**src/verilog/fcc_pkg.sv**
```systemverilog
// constants and types shared by the fan commutation control block
package fcc_pkg;

  localparam int unsigned CLK_HZ = 40_000_000;

  // cycles covering a time in ns, rounded up, never below one
  function automatic int unsigned cyc_from_ns(input longint unsigned ns);
    longint unsigned c;
    c = (ns * CLK_HZ + 64'd999_999_999) / 64'd1_000_000_000;
    return (c == 0) ? 32'd1 : 32'(c);
  endfunction

  // standby delay, lock window and lock off time
  localparam longint unsigned STANDBY_NS  = 400_000;
  localparam longint unsigned LOCK_ON_NS  = 500_000_000;
  localparam longint unsigned LOCK_OFF_NS = 64'd4_500_000_000;
  localparam int unsigned STANDBY_CYC  = cyc_from_ns(STANDBY_NS);
  localparam int unsigned LOCK_ON_CYC  = cyc_from_ns(LOCK_ON_NS);
  localparam int unsigned LOCK_OFF_CYC = cyc_from_ns(LOCK_OFF_NS);

  // triangle: set for 36 kHz, runs near 39 kHz, 255 steps up and 255 down per period
  localparam int unsigned TRI_HZ    = 36_000;
  localparam int unsigned TRI_STEPS = 256;
  localparam int unsigned TRI_DIV   = CLK_HZ / (TRI_HZ * 2 * TRI_STEPS);
  localparam int unsigned DIV_W     = 4;
  localparam logic [DIV_W-1:0] TRI_DIV_LAST = DIV_W'(TRI_DIV - 1);

  localparam int unsigned CODE_W = 8;
  localparam logic [CODE_W-1:0] TRI_TOP = 8'hff;
  localparam logic [CODE_W-1:0] TRI_BOT = 8'h00;
  localparam int unsigned SBY_W = 16;
  localparam int unsigned LCK_W = 28;

  typedef enum logic [1:0] {
    FCC_LK_RUN   = 2'b00,
    FCC_LK_OFF   = 2'b01,
    FCC_LK_RETRY = 2'b10
  } fcc_lock_st_t;

endpackage

```
**src/verilog/fcc_link_if.sv**
```systemverilog
// internal signals between the top and its triangle and lock helpers
`timescale 1ns/1ps
`default_nettype none
interface fcc_link_if;
  logic [fcc_pkg::CODE_W-1:0] speed_code;
  logic [fcc_pkg::CODE_W-1:0] min_code;
  logic [fcc_pkg::CODE_W-1:0] tri_val;
  logic                       pwm_int;
  logic                       hall_pol;
  logic                       run_en;
  logic                       drive_en;
  logic                       locked;

  modport tri_gen (input speed_code, input min_code,
                   output tri_val, output pwm_int);
  modport lock (input hall_pol, input run_en,
                output drive_en, output locked);
  modport top (output speed_code, output min_code, output hall_pol,
               output run_en, input tri_val, input pwm_int,
               input drive_en, input locked);
endinterface
`default_nettype wire

```
**src/verilog/fcc_tri_pwm.sv**
```systemverilog
// triangle oscillator and comparator pwm for dc voltage speed control
`timescale 1ns/1ps
`default_nettype none
module fcc_tri_pwm
(
  input  wire logic clk,
  input  wire logic sys_rst,
  fcc_link_if.tri_gen lk
);
  logic [fcc_pkg::DIV_W-1:0]  div_r;
  logic [fcc_pkg::CODE_W-1:0] tri_r;
  logic                       up_r;
  logic                       pwm_r;

  // step divider, one enable pulse per triangle level
  always_ff @(posedge clk)
  begin
    if (sys_rst || div_r == fcc_pkg::TRI_DIV_LAST)
      div_r <= '0;
    else
      div_r <= div_r + 1'b1;
  end

  // up and down ramp, turning at the ends
  always_ff @(posedge clk)
  begin
    if (sys_rst)
    begin
      tri_r <= fcc_pkg::TRI_BOT;
      up_r  <= 1'b1;
    end
    else if (div_r == fcc_pkg::TRI_DIV_LAST)
    begin
      if (up_r && tri_r == fcc_pkg::TRI_TOP - 8'h01)
        up_r <= 1'b0;
      else if (!up_r && tri_r == fcc_pkg::TRI_BOT + 8'h01)
        up_r <= 1'b1;
      tri_r <= up_r ? tri_r + 8'h01 : tri_r - 8'h01;
    end
  end

  // compare once per cycle, so pwm runs at triangle rate
  always_ff @(posedge clk)
  begin
    if (sys_rst)
      pwm_r <= 1'b0;
    else
      pwm_r <= (tri_r > lk.speed_code)   // speed setting
            || (tri_r > lk.min_code);    // minimum duty clamp
  end

  assign lk.tri_val = tri_r;
  assign lk.pwm_int = pwm_r;
endmodule // fcc_tri_pwm
`default_nettype wire

```
**src/verilog/fcc_lock_timer.sv**
```systemverilog
// rotor lock detection window and off time with retry
`timescale 1ns/1ps
`default_nettype none
module fcc_lock_timer
#(
  parameter int unsigned ON_CYC  = fcc_pkg::LOCK_ON_CYC,
  parameter int unsigned OFF_CYC = fcc_pkg::LOCK_OFF_CYC
)
(
  input  wire logic clk,
  input  wire logic sys_rst,
  fcc_link_if.lock  lk
);
  localparam logic [fcc_pkg::LCK_W-1:0] ON_LAST  =
    fcc_pkg::LCK_W'(ON_CYC - 1);
  localparam logic [fcc_pkg::LCK_W-1:0] OFF_LAST =
    fcc_pkg::LCK_W'(OFF_CYC - 1);

  fcc_pkg::fcc_lock_st_t       st_r;
  logic [fcc_pkg::LCK_W-1:0]   cnt_r;
  logic                        hall_d_r;
  logic                        hall_edge;

  assign hall_edge = lk.hall_pol != hall_d_r;

  // last hall level, for polarity change detection
  always_ff @(posedge clk)
  begin
    if (sys_rst)
      hall_d_r <= 1'b0;
    else
      hall_d_r <= lk.hall_pol;
  end

  // window, off time and retry sequencing
  always_ff @(posedge clk)
  begin
    if (sys_rst)
    begin
      st_r  <= fcc_pkg::FCC_LK_RUN;
      cnt_r <= '0;
    end
    else
    begin
      unique case (st_r)
        fcc_pkg::FCC_LK_RUN, fcc_pkg::FCC_LK_RETRY:
        begin
          if (!lk.run_en)
            cnt_r <= '0;                  // idle drive, no lock check
          else if (hall_edge)
          begin
            cnt_r <= '0;
            st_r  <= fcc_pkg::FCC_LK_RUN; // rotation resumed
          end
          else if (cnt_r == ON_LAST)
          begin
            cnt_r <= '0;
            st_r  <= fcc_pkg::FCC_LK_OFF; // window gone, no edge
          end
          else
            cnt_r <= cnt_r + 1'b1;
        end
        fcc_pkg::FCC_LK_OFF:
        begin
          if (cnt_r == OFF_LAST)
          begin
            cnt_r <= '0;
            st_r  <= fcc_pkg::FCC_LK_RETRY; // next attempt
          end
          else
            cnt_r <= cnt_r + 1'b1;
        end
        default:
        begin
          cnt_r <= '0;
          st_r  <= fcc_pkg::FCC_LK_RUN;
        end
      endcase
    end
  end

  assign lk.drive_en = st_r != fcc_pkg::FCC_LK_OFF;
  assign lk.locked   = st_r != fcc_pkg::FCC_LK_RUN;
endmodule // fcc_lock_timer
`default_nettype wire

```
**src/verilog/fcc_fan_ctrl.sv**
```systemverilog
// single coil fan commutation, speed pwm, standby and protection top
//
// Functional notes
// - long low pwm input enters standby
// - pwm input high leaves standby at once
// - external pwm gates hall-steered drive, else regenerate
// - dc mode uses internal pwm instead
// - tach pulled low while hall positive
// - lock state on separate open-drain output
// - drive enabled for lock detection window
// - drive held off in lock off time
// - external duty passes straight to drive
// - speed voltage compared with triangle wave
// - drive pwm at triangle frequency
// - minimum speed voltage clamps lowest duty
// - current sense trip cuts drive
// - thermal shutdown with hysteresis release
`timescale 1ns/1ps
`default_nettype none
module fcc_fan_ctrl
#(
  parameter int unsigned STANDBY_CYC  = fcc_pkg::STANDBY_CYC,
  parameter int unsigned LOCK_ON_CYC  = fcc_pkg::LOCK_ON_CYC,
  parameter int unsigned LOCK_OFF_CYC = fcc_pkg::LOCK_OFF_CYC
)
(
  input  wire logic                       clk,
  input  wire logic                       sys_rst,
  input  wire logic                       pwm_in,
  input  wire logic                       hall_in_pos,
  input  wire logic                       hall_in_neg,
  input  wire logic                       dc_mode_sel,
  input  wire logic [fcc_pkg::CODE_W-1:0] speed_voltage_in,
  input  wire logic [fcc_pkg::CODE_W-1:0] min_speed_voltage_in,
  input  wire logic                       current_sense_trip,
  input  wire logic                       temp_hot,
  input  wire logic                       temp_cooled,
  output logic                            coil_out_a,
  output logic                            coil_out_b,
  output logic                            tach_output_o,
  output logic                            tach_output_oe,
  output logic                            lock_status_o,
  output logic                            lock_status_oe,
  output logic                            standby,
  output logic                            current_limit_active,
  output logic                            thermal_shutdown
);
  localparam logic [fcc_pkg::SBY_W-1:0] SBY_LAST =
    fcc_pkg::SBY_W'(STANDBY_CYC - 1);
  localparam int unsigned NSYNC = 6 + 2 * fcc_pkg::CODE_W;

  fcc_link_if lk ();

  // two-stage synchronisers for every pin
  logic [NSYNC-1:0] sync1_r;
  logic [NSYNC-1:0] sync2_r;

  always_ff @(posedge clk)
  begin
    if (sys_rst)
    begin
      sync1_r <= '0;
      sync2_r <= '0;
    end
    else
    begin
      sync1_r <= {pwm_in, hall_in_pos, hall_in_neg, dc_mode_sel,
                  current_sense_trip, temp_hot, speed_voltage_in,
                  min_speed_voltage_in};
      sync2_r <= sync1_r;
    end
  end

  logic                       pwm_s;
  logic                       pos_s;
  logic                       neg_s;
  logic                       dc_s;
  logic                       ilim_s;
  logic                       hot_s;
  logic [fcc_pkg::CODE_W-1:0] speed_s;
  logic [fcc_pkg::CODE_W-1:0] min_s;
  logic                       cool1_r;
  logic                       cool_s;

  assign {pwm_s, pos_s, neg_s, dc_s, ilim_s, hot_s, speed_s, min_s} =
    sync2_r;

  // release comparator synchronised on its own pair
  always_ff @(posedge clk)
  begin
    if (sys_rst)
    begin
      cool1_r <= 1'b0;
      cool_s  <= 1'b0;
    end
    else
    begin
      cool1_r <= temp_cooled;
      cool_s  <= cool1_r;
    end
  end

  // hall polarity decode
  logic hall_a;
  logic hall_b;
  assign hall_a = pos_s && !neg_s;
  assign hall_b = neg_s && !pos_s;

  // standby: count low time of the pwm pin
  logic [fcc_pkg::SBY_W-1:0] sby_cnt_r;
  logic                      standby_r;

  always_ff @(posedge clk)
  begin
    if (sys_rst)
    begin
      sby_cnt_r <= '0;
      standby_r <= 1'b0;
    end
    else if (pwm_s)
    begin
      sby_cnt_r <= '0;
      standby_r <= 1'b0;                // wake on high level
    end
    else if (sby_cnt_r == SBY_LAST)
      standby_r <= 1'b1;                // low too long
    else
      sby_cnt_r <= sby_cnt_r + 1'b1;
  end

  // thermal shutdown, set wins over the cooled release
  logic tsd_r;

  always_ff @(posedge clk)
  begin
    if (sys_rst)
      tsd_r <= 1'b0;
    else if (hot_s)
      tsd_r <= 1'b1;
    else if (cool_s)
      tsd_r <= 1'b0;
  end

  // helper hookup
  assign lk.speed_code = speed_s;
  assign lk.min_code   = min_s;
  assign lk.hall_pol   = pos_s;
  assign lk.run_en     = !standby_r && !tsd_r;

  fcc_tri_pwm u_tri (
    .clk     (clk),
    .sys_rst (sys_rst),
    .lk      (lk.tri_gen)
  );

  fcc_lock_timer #(
    .ON_CYC  (LOCK_ON_CYC),
    .OFF_CYC (LOCK_OFF_CYC)
  ) u_lock (
    .clk     (clk),
    .sys_rst (sys_rst),
    .lk      (lk.lock)
  );

  // speed gate: pin duty or internal comparator pwm
  logic gate;
  logic drive_ok;
  assign gate = dc_s ? lk.pwm_int
                     : pwm_s;
  assign drive_ok = gate && !standby_r && !tsd_r && lk.drive_en
                 && !ilim_s;

  // coil bridge outputs, both low is regenerate
  logic coil_a_r;
  logic coil_b_r;

  always_ff @(posedge clk)
  begin
    if (sys_rst)
    begin
      coil_a_r <= 1'b0;
      coil_b_r <= 1'b0;
    end
    else
    begin
      coil_a_r <= drive_ok && hall_a;
      coil_b_r <= drive_ok && hall_b;
    end
  end

  // open-drain tach and lock pins, plus status flags
  logic tach_oe_r;
  logic lock_oe_r;
  logic ilim_r;
  logic od_low_r;

  always_ff @(posedge clk)
  begin
    if (sys_rst)
    begin
      tach_oe_r <= 1'b0;
      lock_oe_r <= 1'b0;
      ilim_r    <= 1'b0;
      od_low_r  <= 1'b0;
    end
    else
    begin
      tach_oe_r <= hall_a;              // follows hall
      lock_oe_r <= lk.locked;           // pulled low when locked
      ilim_r    <= ilim_s;
      od_low_r  <= 1'b0;
    end
  end

  assign coil_out_a           = coil_a_r;
  assign coil_out_b           = coil_b_r;
  assign tach_output_o        = od_low_r;
  assign tach_output_oe       = tach_oe_r;
  assign lock_status_o        = od_low_r;
  assign lock_status_oe       = lock_oe_r;
  assign standby              = standby_r;
  assign current_limit_active = ilim_r;
  assign thermal_shutdown     = tsd_r;
endmodule // fcc_fan_ctrl
`default_nettype wire

```
**config.mk**
```make
export PLATFORM = sky130hd
export DESIGN_NAME = fcc_fan_ctrl
export DESIGN_NICKNAME = d
export VERILOG_FILES = /design/src/verilog/fcc_pkg.sv /design/src/verilog/fcc_link_if.sv /design/src/verilog/fcc_tri_pwm.sv /design/src/verilog/fcc_lock_timer.sv /design/src/verilog/fcc_fan_ctrl.sv
export SDC_FILE = /design/constraint.sdc
export NUM_CORES = 1
export LEC_CHECK = 0
export BUFFER_PORTS_ARGS = -buffer_cell sky130_fd_sc_hd__buf_4
export CAP_MARGIN = 25
export CELL_PAD_IN_SITES_DETAIL_PLACEMENT = 1
export CELL_PAD_IN_SITES_GLOBAL_PLACEMENT = 2
export CORE_MARGIN = 2
export CORE_UTILIZATION = 30
export DETAILED_ROUTE_END_ITERATION = 16
export PLACE_DENSITY = 0.69
export RECOVER_POWER = 50
export SLEW_MARGIN = 20
export SYNTH_ARGS = -nofsm -noshare
export SYNTH_HDL_FRONTEND = slang
export SYNTH_SLANG_ARGS = --single-unit
```
**constraint.sdc**
```tcl
create_clock -name clk -period 2.4 [get_ports clk]
set_input_delay 0.48 -clock clk [delete_from_list [all_inputs] [get_ports clk]]
set_output_delay 0.48 -clock clk [all_outputs]
set_load 0.05 [all_outputs]
```
==> metrics, run 1 <==
CTS resizes=0; Cell Area, Synth=4650 um2; Port Buffers=31; final core occ=37.4%; DR vias/cell=4.59; Post-synth EDFFs=0; most frequent cells in the layout=114 x dfxtp_1, 66 x nor2_1, 52 x nor2b_1, 33 x xor2_1, 32 x buf_4; total gr overflow=0; die height=approximately 130 um; Pwr Density=850 nW/um2; setup slack, reg-to-reg=~250 ps; initial antenna violation count=0; first-pass GRT wire length=~16,000 um; Seq. cell area=approximately 2300 um2; crit path kind=flip-flop to flip-flop; worst path bufs/invs=1; Setup WS post-layout=approximately 250 ps; Final Cell Area=roughly 5700 um2; ANT cells=0; clk slew on worst S/H paths=50 ps; Final Power=about 4.8 mW; WP data arrival=~2500 ps; mean post-synth cell area=roughly 9.5 um2; Multi-input gate area=approximately 2200 um2; worst vdd ir=approximately 470 uV; CTS H-tree depth=4; register bit total from synthesis=between 100 and 150; top_reg_cell synth=dfxtp_1; crit path cell chain=ha_1 -> and3_1 -> nand4_1 -> nor4_1 -> or3_1 -> a21o_1 -> buf_12 -> nor2_1; Iteration-0 DRC Markers=about 130; DPL Wire Length=around 6700 um; Rows=45; worst relative slew slack=between 20 and 25%; Max Freq=around 460 MHz; HP Class=primary input to flip-flop; setup TNS=0 ps; Worst setup startpoint=u_lock.cnt_r[0]; All-Layer GR Usage=about 13%; WL/cell=~13 um; Max Cap Viol=0; placer congestion estimate=0.725; final slew viol count=0; Die Wd=129 um; vias in the first global route=between 3,000 and 4,000; CP endpoint kind=flip-flop; RR Endpoint=u_lock.cnt_r[2]; Layout Skew=~10 ps; Yosys warnings=0; total clock sinks=114; post-route ant nets=0; fillcell total=roughly 1,800; R2R depth=8; dpl cell area=just over 5000 um2; Fin. Hold Viols=0; total iterations of the first detailed-routing run=4; cts bufs inserted=17; Synth async-reset ratio=0%; fin crit share=89.8%; pre-CTS WS=265 ps; vias post-DR=about 3,400; Synth top area share=between 40 and 50%; die area=about 17,000 um2; unrepaired setup endpoints after global routing=no; largest net degree at the start of global routing=30; Tmin final=between 2000 and 2500 ps; crit start category=flip-flop; area growth from synthesis to layout=22.0%; R2R Path Start=u_lock.cnt_r[0]; Clock Tree Root=clkbuf_16; Initial Util=a little under a third; WP depth=8; layout cells sized above 1=12.5%; outcome=complete, no violations; clock latency on the worst-skew pair=roughly 420 ps; nets@finish=approximately 580; DR DRC count=0; post-synthesis cell count=491; postcts setup bufs=0; CP required=around 2700 ps; part of the Yosys area used for sequential elements=between 40% and 50%; # IOs=34; Slew @ Worst Pin=~1200 ps; leakage=between 2 and 2.5 nW; Final setup viols=0; delay-heaviest family, CP=simple AND/OR/NAND/NOR gates; crit path max-delay cell type=nor4_1; CTS Hold Buffers Added=0; top cell type by total area after synthesis=dfxtp_1; most common cell after layout, fill and taps aside=dfxtp_1; crit-path max cell delay=roughly 450 ps; largest cells by area after synthesis=dfxtp_1 49%, nor2b_1 7.0%, ha_1 6.5%; CTS tree=built; final WL=9550 um; CTS Buffer Depth=2; synth unique cells=37; last element of the critical path=u_lock.cnt_r[2]; CORE AREA=15,200 um2; CP max FO=28
## cells in the mapped netlist (2+ instances only)
cell and count:
nand4bb_1 2, dfxtp_1 114, xnor2_1 17, xor2_1 33, and4_1 10, mux2i_1 3, clkbuf_1 11, buf_4 2
a21o_1 5, nor2b_1 52, nand2_1 18, or2_2 2, and3_1 8, and2_1 8, buf_6 3, nor3_1 12
nor3b_1 2, o21ai_0 9, or3_1 2, buf_1 2, nor4_1 3, nor2_1 66, nand3_1 22, inv_1 20
nand4b_1 2, nand2b_1 2, a21oi_1 12, nand4_1 15, ha_1 24, or4_1 3
## how the worst min path moves through the flow
stage,startpoint,end,slack (ps),depth (start not counted)
finish,min_speed_voltage_in[6],sync1_r[6],270,2
global route,speed_voltage_in[5],sync1_r[13],250,2
CTS,speed_voltage_in[5],sync1_r[13],250,2
detailed placement,sync2_r[19],tach_output_oe,420,1
global placement,sync2_r[19],tach_output_oe,410,1
floorplan,sync2_r[19],tach_output_oe,390,1
## logic make-up (layout without fill, tap and decap cells)
family / count (synthesis) / after routing / share of synthesized area, %
flops: 114 / 114 / 49.0
buf+inv: 38 / 89 / 3.71
mux: 3 / 3 / 0.645
compound gates: 29 / 29 / 3.66
fa+ha+maj: 24 / 24 / 6.45
other cells: 1 / 2 / 0.0806
simple gates: 232 / 232 / 27.0
xor+xnor: 50 / 50 / 9.41
## where the power goes
part	leakage, nW	total, mW	internal [mW]	switching [mW]
Combinational	1.06	0.266	0.120	0.146
Clock	0.287	2.57	1.64	0.929
Sequential	0.931	1.99	1.96	0.0374
Total	2.27	4.83	3.72	1.11
## sequential cells by signal, summed over array words and instances, names as in the netlist, 2 cells and up
register / count
sync2_r: 22
u_lock.st_r: 2
sync1_r: 22
u_tri.div_r: 4
u_lock.cnt_r: 28
u_tri.lk.tri_val: 8
sby_cnt_r: 16
## metrics by stage
step	cells	hold slack, ps
3_3_place_gp	699	412
3_5_place_dp	699	416
6_report	731	274
5_1_grt	731	251
2_1_floorplan	492	391
4_1_cts	731	252
## routing by layer
layer	global-route usage, %	share of wire [%]	vias up
li1	-	-	1724
met1	15.8	48	1586
met2	19.6	47	36
met3	5.11	3.6	11
met4	5.37	1.5	0
met5	0	0	-
## cell type report
| type | count | share of cell area [%] |
|---|---|---|
| Inverter | 20 | 1.32 |
| Sequential cell | 114 | 40.2 |
| Clock inverter | 15 | 3.22 |
| Multi-Input combinational cell | 340 | 38.8 |
| Tap cell | 188 | 4.14 |
| Timing Repair Buffer | 37 | 4.87 |
| Clock buffer | 17 | 7.49 |
(Power assumes the default switching activity.)
==> run 2: changes to the inputs <==
CAP_MARGIN = 5   (was 25)
MAX_ROUTING_LAYER = met4   (was default)
==> run 2 against run 1 <==
  * Wire length decreased by 0.28%
  * Power about the same
  * Maximum frequency decreased by 0.16%
  * Die area unchanged
  * Via count decreased by 0.63%
  * Clock power about the same
  * Sequential cell count unchanged
  * Global-route usage increased by 0.38 points
  * Non-clock buffer count unchanged
  * Clock skew increased by 2.8 ps
  * Largest cell class unchanged
  * Highest routed layer unchanged
==> metrics, run 2 (synthesis results as in run 1) <==
die height=129 um (unchanged); Max Freq=463 MHz (-0.16%); cts bufs inserted=17 (unchanged); crit start category=flip-flop; switch share=23.0% (about the same); Port Buffers=31 (unchanged); Rows=45 (unchanged); crit path kind=flip-flop to flip-flop; initial antenna violation count=0 (unchanged); placer congestion estimate=0.733 (+1.2%); outcome=complete, no violations; postcts setup bufs=0 (unchanged); Initial Util=30.6% (unchanged); largest net degree at the start of global routing=30 (unchanged); nets@finish=579 (unchanged); vias in the first global route=3,310 (-0.27%); ANT cells=0 (unchanged); area growth from synthesis to layout=22.0% (unchanged); total iterations of the first detailed-routing run=6 (+2); Multi-input gate area=2200 um2 (unchanged); Slew @ Worst Pin=1160 ps (-5.38 ps); CP endpoint kind=flip-flop; DPL Wire Length=6730 um (unchanged); Tmin final=2160 ps (+3.37 ps); Clock power frac=53.2% (about the same); Fin. Hold Viols=0 (unchanged); delay-heaviest family, CP=simple AND/OR/NAND/NOR gates; Seq. cell area=2280 um2 (unchanged); fin crit share=89.9% (+0.14 points); leakage=2.27 nW (unchanged); Switch Pwr=1.11 mW (about the same); # IOs=34 (unchanged); layout cells sized above 1=12.5% (unchanged); crit path max-delay cell type=nor4_1; CP max FO=28 (unchanged); CTS Buffer Depth=2 (unchanged); setup TNS=0 ps (unchanged); Iteration-0 DRC Markers=127 (-5.2%); post-route ant nets=0 (unchanged); unrepaired setup endpoints after global routing=no; CTS resizes=0 (unchanged); die area=16,500 um2 (unchanged); Layout Skew=13.1 ps (+2.81 ps); Regs by FF count=u_lock.cnt_r (28), sync1_r (22), sync2_r (22); max reg flops=28 (unchanged); CTS Hold Buffers Added=0 (unchanged); HP Class=primary input to flip-flop; fillcell total=1,756 (unchanged); Comb power frac=5.5% (about the same); most common cell after layout, fill and taps aside=dfxtp_1; All-Layer GR Usage=13.1% (+0.38 points); total gr overflow=0 (unchanged); Clock Tree Root=clkbuf_16; worst path bufs/invs=1 (unchanged); Pwr Density=850 nW/um2 (about the same); CORE AREA=15,200 um2 (unchanged); final slew viol count=0 (unchanged); clock latency on the worst-skew pair=420 ps (about the same); clk slew on worst S/H paths=60 ps (about the same); DR DRC count=0 (unchanged); WL/cell=13.0 um (-0.28%); vias post-DR=3,336 (-0.63%); CTS tree=built; most frequent cells in the layout=114 x dfxtp_1, 66 x nor2_1, 52 x nor2b_1, 33 x xor2_1, 32 x buf_4; Final setup viols=0 (unchanged); WP data arrival=2460 ps (about the same); crit-path max cell delay=450 ps (about the same); Die Wd=129 um (unchanged); first-pass GRT wire length=16,100 um (about the same); DR vias/cell=4.56 (-0.63%); Reg with most FFs=u_lock.cnt_r; crit path cell chain=ha_1 -> and3_1 -> nand4_1 -> nor4_1 -> or3_1 -> a21o_1 -> buf_12 -> nor2_1; CP required=2710 ps (about the same); Reg power frac=41.3% (about the same); total clock sinks=114 (unchanged); final WL=9530 um (-0.28%); Max Cap Viol=0 (unchanged); Final Power=4.83 mW (about the same); worst vdd ir=472 uV (-0.41%); worst relative slew slack=22.7% (+0.36 points); Internal=3.72 mW (about the same); CTS H-tree depth=4 (unchanged)
## run 2: cell counts in the layout (fill, tap and decap cells not counted)
Identical to the previous run, type by type.
## run 2: layout make-up
type,instances,share of cell area (%)
clock buffer,17,7.49
clock inverter,15,3.22
inverter,20,1.32
multi-input combinational,340,38.8
sequential,114,40.2
tap,188,4.14
timing repair buffer,37,4.87
## run 2: through the flow
step	cell area [um2]	setup slack (ps)	instances	hold slack [ps]	utilization (%)
6_report	5680	242	731	274	37.4
5_1_grt	5680	46.1	731	249	37.4
4_1_cts	5690	236	731	252	37.5
3_5_place_dp	5090	265	699	416	33.5
3_3_place_gp	5090	435	699	412	33.5
2_1_floorplan	4660	523	492	391	-
## run 2: routing by layer
layer / global-route usage, % / part of all wire, % / vias up
met5: - / 0 / -
met4: 4.60 / 1.2 / 0
met3: 5.61 / 3.8 / 9
met2: 19.7 / 47 / 37
met1: 15.7 / 48 / 1564
li1: - / - / 1726
## run 2: worst reg2reg max path: stages (launching register included)
cell	delay [ps]
dfxtp_1	380
ha_1	230
and3_1	240
nand4_1	140
nor4_1	450
or3_1	200
a21o_1	160
buf_12	180
nor2_1	80
## run 2: power by group through the flow
stage	clock [mW]	combinational, mW	sequential, mW
detailed placement	0	0.274	2.03
finish	2.57	0.266	1.99
floorplan	0	0.190	2.03
CTS	2.65	0.275	1.99
global route	2.76	0.307	2.00
global placement	0	0.266	2.03
## run 2: final timing paths
| kind | depth (start not counted) | slack [ps] | endpoint | start |
|---|---|---|---|---|
| worst min-delay path | 2 | 270 | sync1_r[6] | min_speed_voltage_in[6] |
| worst max-delay path | 8 | 240 | u_lock.cnt_r[18] | u_lock.cnt_r[0] |
| worst min register to register | 1 | 410 | tach_output_oe | sync2_r[19] |
| worst max register to register | 8 | 240 | u_lock.cnt_r[18] | u_lock.cnt_r[0] |
==> run 3: changes to the inputs <==
ABC_AREA = 1   (was default)
PLACE_DENSITY = 0.74   (was 0.69)
==> run 3 against run 2 <==
  * Critical path depth up 2
  * Worst setup slack gained 430 ps
  * Power down 5.8%
  * Count of clock-buffer cells in the layout rose by 3
  * Clock power is 12% lower
  * Wire length rose by 26%
  * Via count is 30% higher
  * Largest cell class is now multi-input gates
  * Highest routed layer unchanged
==> metrics, run 3 <==
outcome=complete, no violations; leakage=2.51 nW (+10%); post-synthesis adder-cell area fraction=5.86% (-0.59 points); top cell type by total area after synthesis=dfxtp_1; crit start category=flip-flop; multiplexer share of the synthesized area=0% (-0.65 points); total clock sinks=114 (unchanged); Slew @ Worst Pin=775 ps (-384 ps); crit path kind=flip-flop to flip-flop; Die Wd=135 um (+4.8%); Layout Skew=9.44 ps (-3.62 ps); initial antenna violation count=0 (unchanged); # IOs=34 (unchanged); nets@finish=790 (+36%); fillcell total=2,059 (+17%); Max Cap Viol=0 (unchanged); die area=18,100 um2 (+9.8%); DR vias/cell=4.44 (-2.8%); final WL=12,000 um (+26%); layout cells sized above 1=9.55% (-3.0 points); Setup WS post-layout=667 ps (+425 ps); setup TNS=0 ps (unchanged); final slew viol count=0 (unchanged); Synth async-reset ratio=0% (unchanged); worst relative slew slack=48.4% (+26 points); cts bufs inserted=17 (unchanged); xor and xnor area share after synthesis=4.79% (-4.6 points); GR peak layer=met2; CTS Hold Buffers Added=0 (unchanged); Post-synth EDFFs=0 (unchanged); post-synthesis compound-gate area fraction=6.59% (+2.9 points); CTS H-tree depth=4 (unchanged); area growth from synthesis to layout=18.8%; simple-gate share of the synthesized area=28.0% (+1.0 points); Initial Util=30.8% (+0.18 points); Fin. Hold Viols=0 (unchanged); Cell Area, Synth=5120 um2 (+10%); max reg flops=28 (unchanged); top_reg_cell synth=dfxtp_1; met2 Track Usage GR=24.5% (+4.8 points); most frequent cells in the layout=153 x nor2_1, 119 x inv_1, 114 x nand2_1, 114 x dfxtp_1, 30 x a21oi_1; mean post-synth cell area=7.30 um2 (-23%); placer congestion estimate=0.813 (+11%); total iterations of the first detailed-routing run=4 (-2); count leader, synth=nor2_1; Tmin final=1730 ps (-425 ps); Final Power=4.55 mW (-5.8%); CTS tree=built; vias in the first global route=4,519 (+37%); M1 GR Usage=18.3% (+2.6 points); top cells by count, synth=153 x nor2_1, 119 x inv_1, 114 x dfxtp_1, 114 x nand2_1, 30 x a21oi_1; largest cells by area after synthesis=dfxtp_1 45%, nor2_1 11%, inv_1 8.7%; Regs by FF count=u_lock.cnt_r (28), sync1_r (22), sync2_r (22); largest family of logic cells by synthesized area=simple AND/OR/NAND/NOR gates; CP max FO=28 (unchanged); pre-CTS WS=639 ps (+374 ps); postcts setup bufs=0 (unchanged); total gr overflow=0 (unchanged); final core occ=36.6% (-0.78 points); clock latency on the worst-skew pair=410 ps (about the same); CORE AREA=16,600 um2 (+9.5%); vias post-DR=4,322 (+30%); Final setup viols=0 (unchanged); Rows=47 (+4.4%); post-route ant nets=0 (unchanged); part of the Yosys area used for sequential elements=44.5% (-4.5 points); worst vdd ir=525 uV (+11%); unrepaired setup endpoints after global routing=no; Yosys warnings=0 (unchanged); synth unique cells=36 (-2.7%); fin crit share=72.2% (-18 points); die height=135 um (+4.8%); HP Class=primary input to flip-flop; Max Freq=577 MHz (+25%); first-pass GRT wire length=21,100 um (+31%); WP data arrival=2020 ps (-440 ps); clk slew on worst S/H paths=60 ps (about the same); largest net degree at the start of global routing=42 (+40%); WL/cell=12.3 um (-5.5%); All-Layer GR Usage=15.1% (+2.0 points); register bit total from synthesis=114 (unchanged); Port Buffers=31 (unchanged); Iteration-0 DRC Markers=144 (+13%); post-synthesis cell count=702 (+43%); DPL Wire Length=8920 um (+33%); met3 Usage GRT=4.05% (-1.6 points); CP endpoint kind=flip-flop; CP required=2690 ps (-20 ps); most common cell after layout, fill and taps aside=nor2_1; CTS resizes=0 (unchanged); Pwr Density=747 nW/um2 (-12%); DR DRC count=0 (unchanged); CTS Buffer Depth=2 (unchanged); Clock Tree Root=clkbuf_16; Reg with most FFs=u_lock.cnt_r; ANT cells=0 (unchanged); Synth top area share=44.5% (-4.5 points)
run 3: where the power goes:
group / total (mW) / internal [mW] / switching, mW
clock: 2.26 / 1.34 / 0.915
combinational: 0.292 / 0.110 / 0.181
sequential: 2.00 / 1.96 / 0.0383
run 3: layout make-up:
cell class	count	area, um2	area share, %
inverters	119	447	7.34
clock inverters	12	85.1	1.40
repair buffers	32	226	3.72
clock buffers	20	447	7.34
well taps	220	275	4.52
multi-input cells	457	2330	38.2
flip-flops and latches	114	2280	37.5
run 3: critical path: stages (launching register included):
cell,delay (ps)
dfxtp_1,350
ha_1,190
nand3_1,100
inv_1,100
nand2_2,120
nor2_2,150
nand2_1,60
nand2_1,90
nand2_2,70
nand2_4,270
nor2_1,100
run 3: per-stage QoR:
| stage | std cells | area, um2 | hold slack, ps |
|---|---|---|---|
| finish | 974 | 6090 | 265 |
| global route | 974 | 6090 | 259 |
| CTS | 974 | 6100 | 247 |
| detailed placement | 942 | 5570 | 395 |
| global placement | 942 | 5570 | 391 |
| floorplan | 703 | 5130 | 388 |
run 3: final timing paths:
path	startpoint	end	slack, ps	depth (start not counted)
max	u_lock.cnt_r[0]	u_lock.cnt_r[24]	670	10
min	min_speed_voltage_in[5]	sync1_r[5]	270	3
max reg2reg	u_lock.cnt_r[0]	u_lock.cnt_r[24]	670	10
min reg2reg	sync1_r[19]	sync2_r[19]	400	2
run 3: cell families after synthesis:
group	Yosys count
flip-flops	114
AND/OR/NAND/NOR	341
buffers and inverters	132
other	1
AO/OA/AOI/OAI	62
adder cells (fa/ha/maj)	24
XOR/XNOR	28
run 3: layer usage:
layer	up-vias	wire length, um
met5	-	0
met1	2010	5840
li1	2250	-
met4	0	88
met2	56	5720
met3	6	340
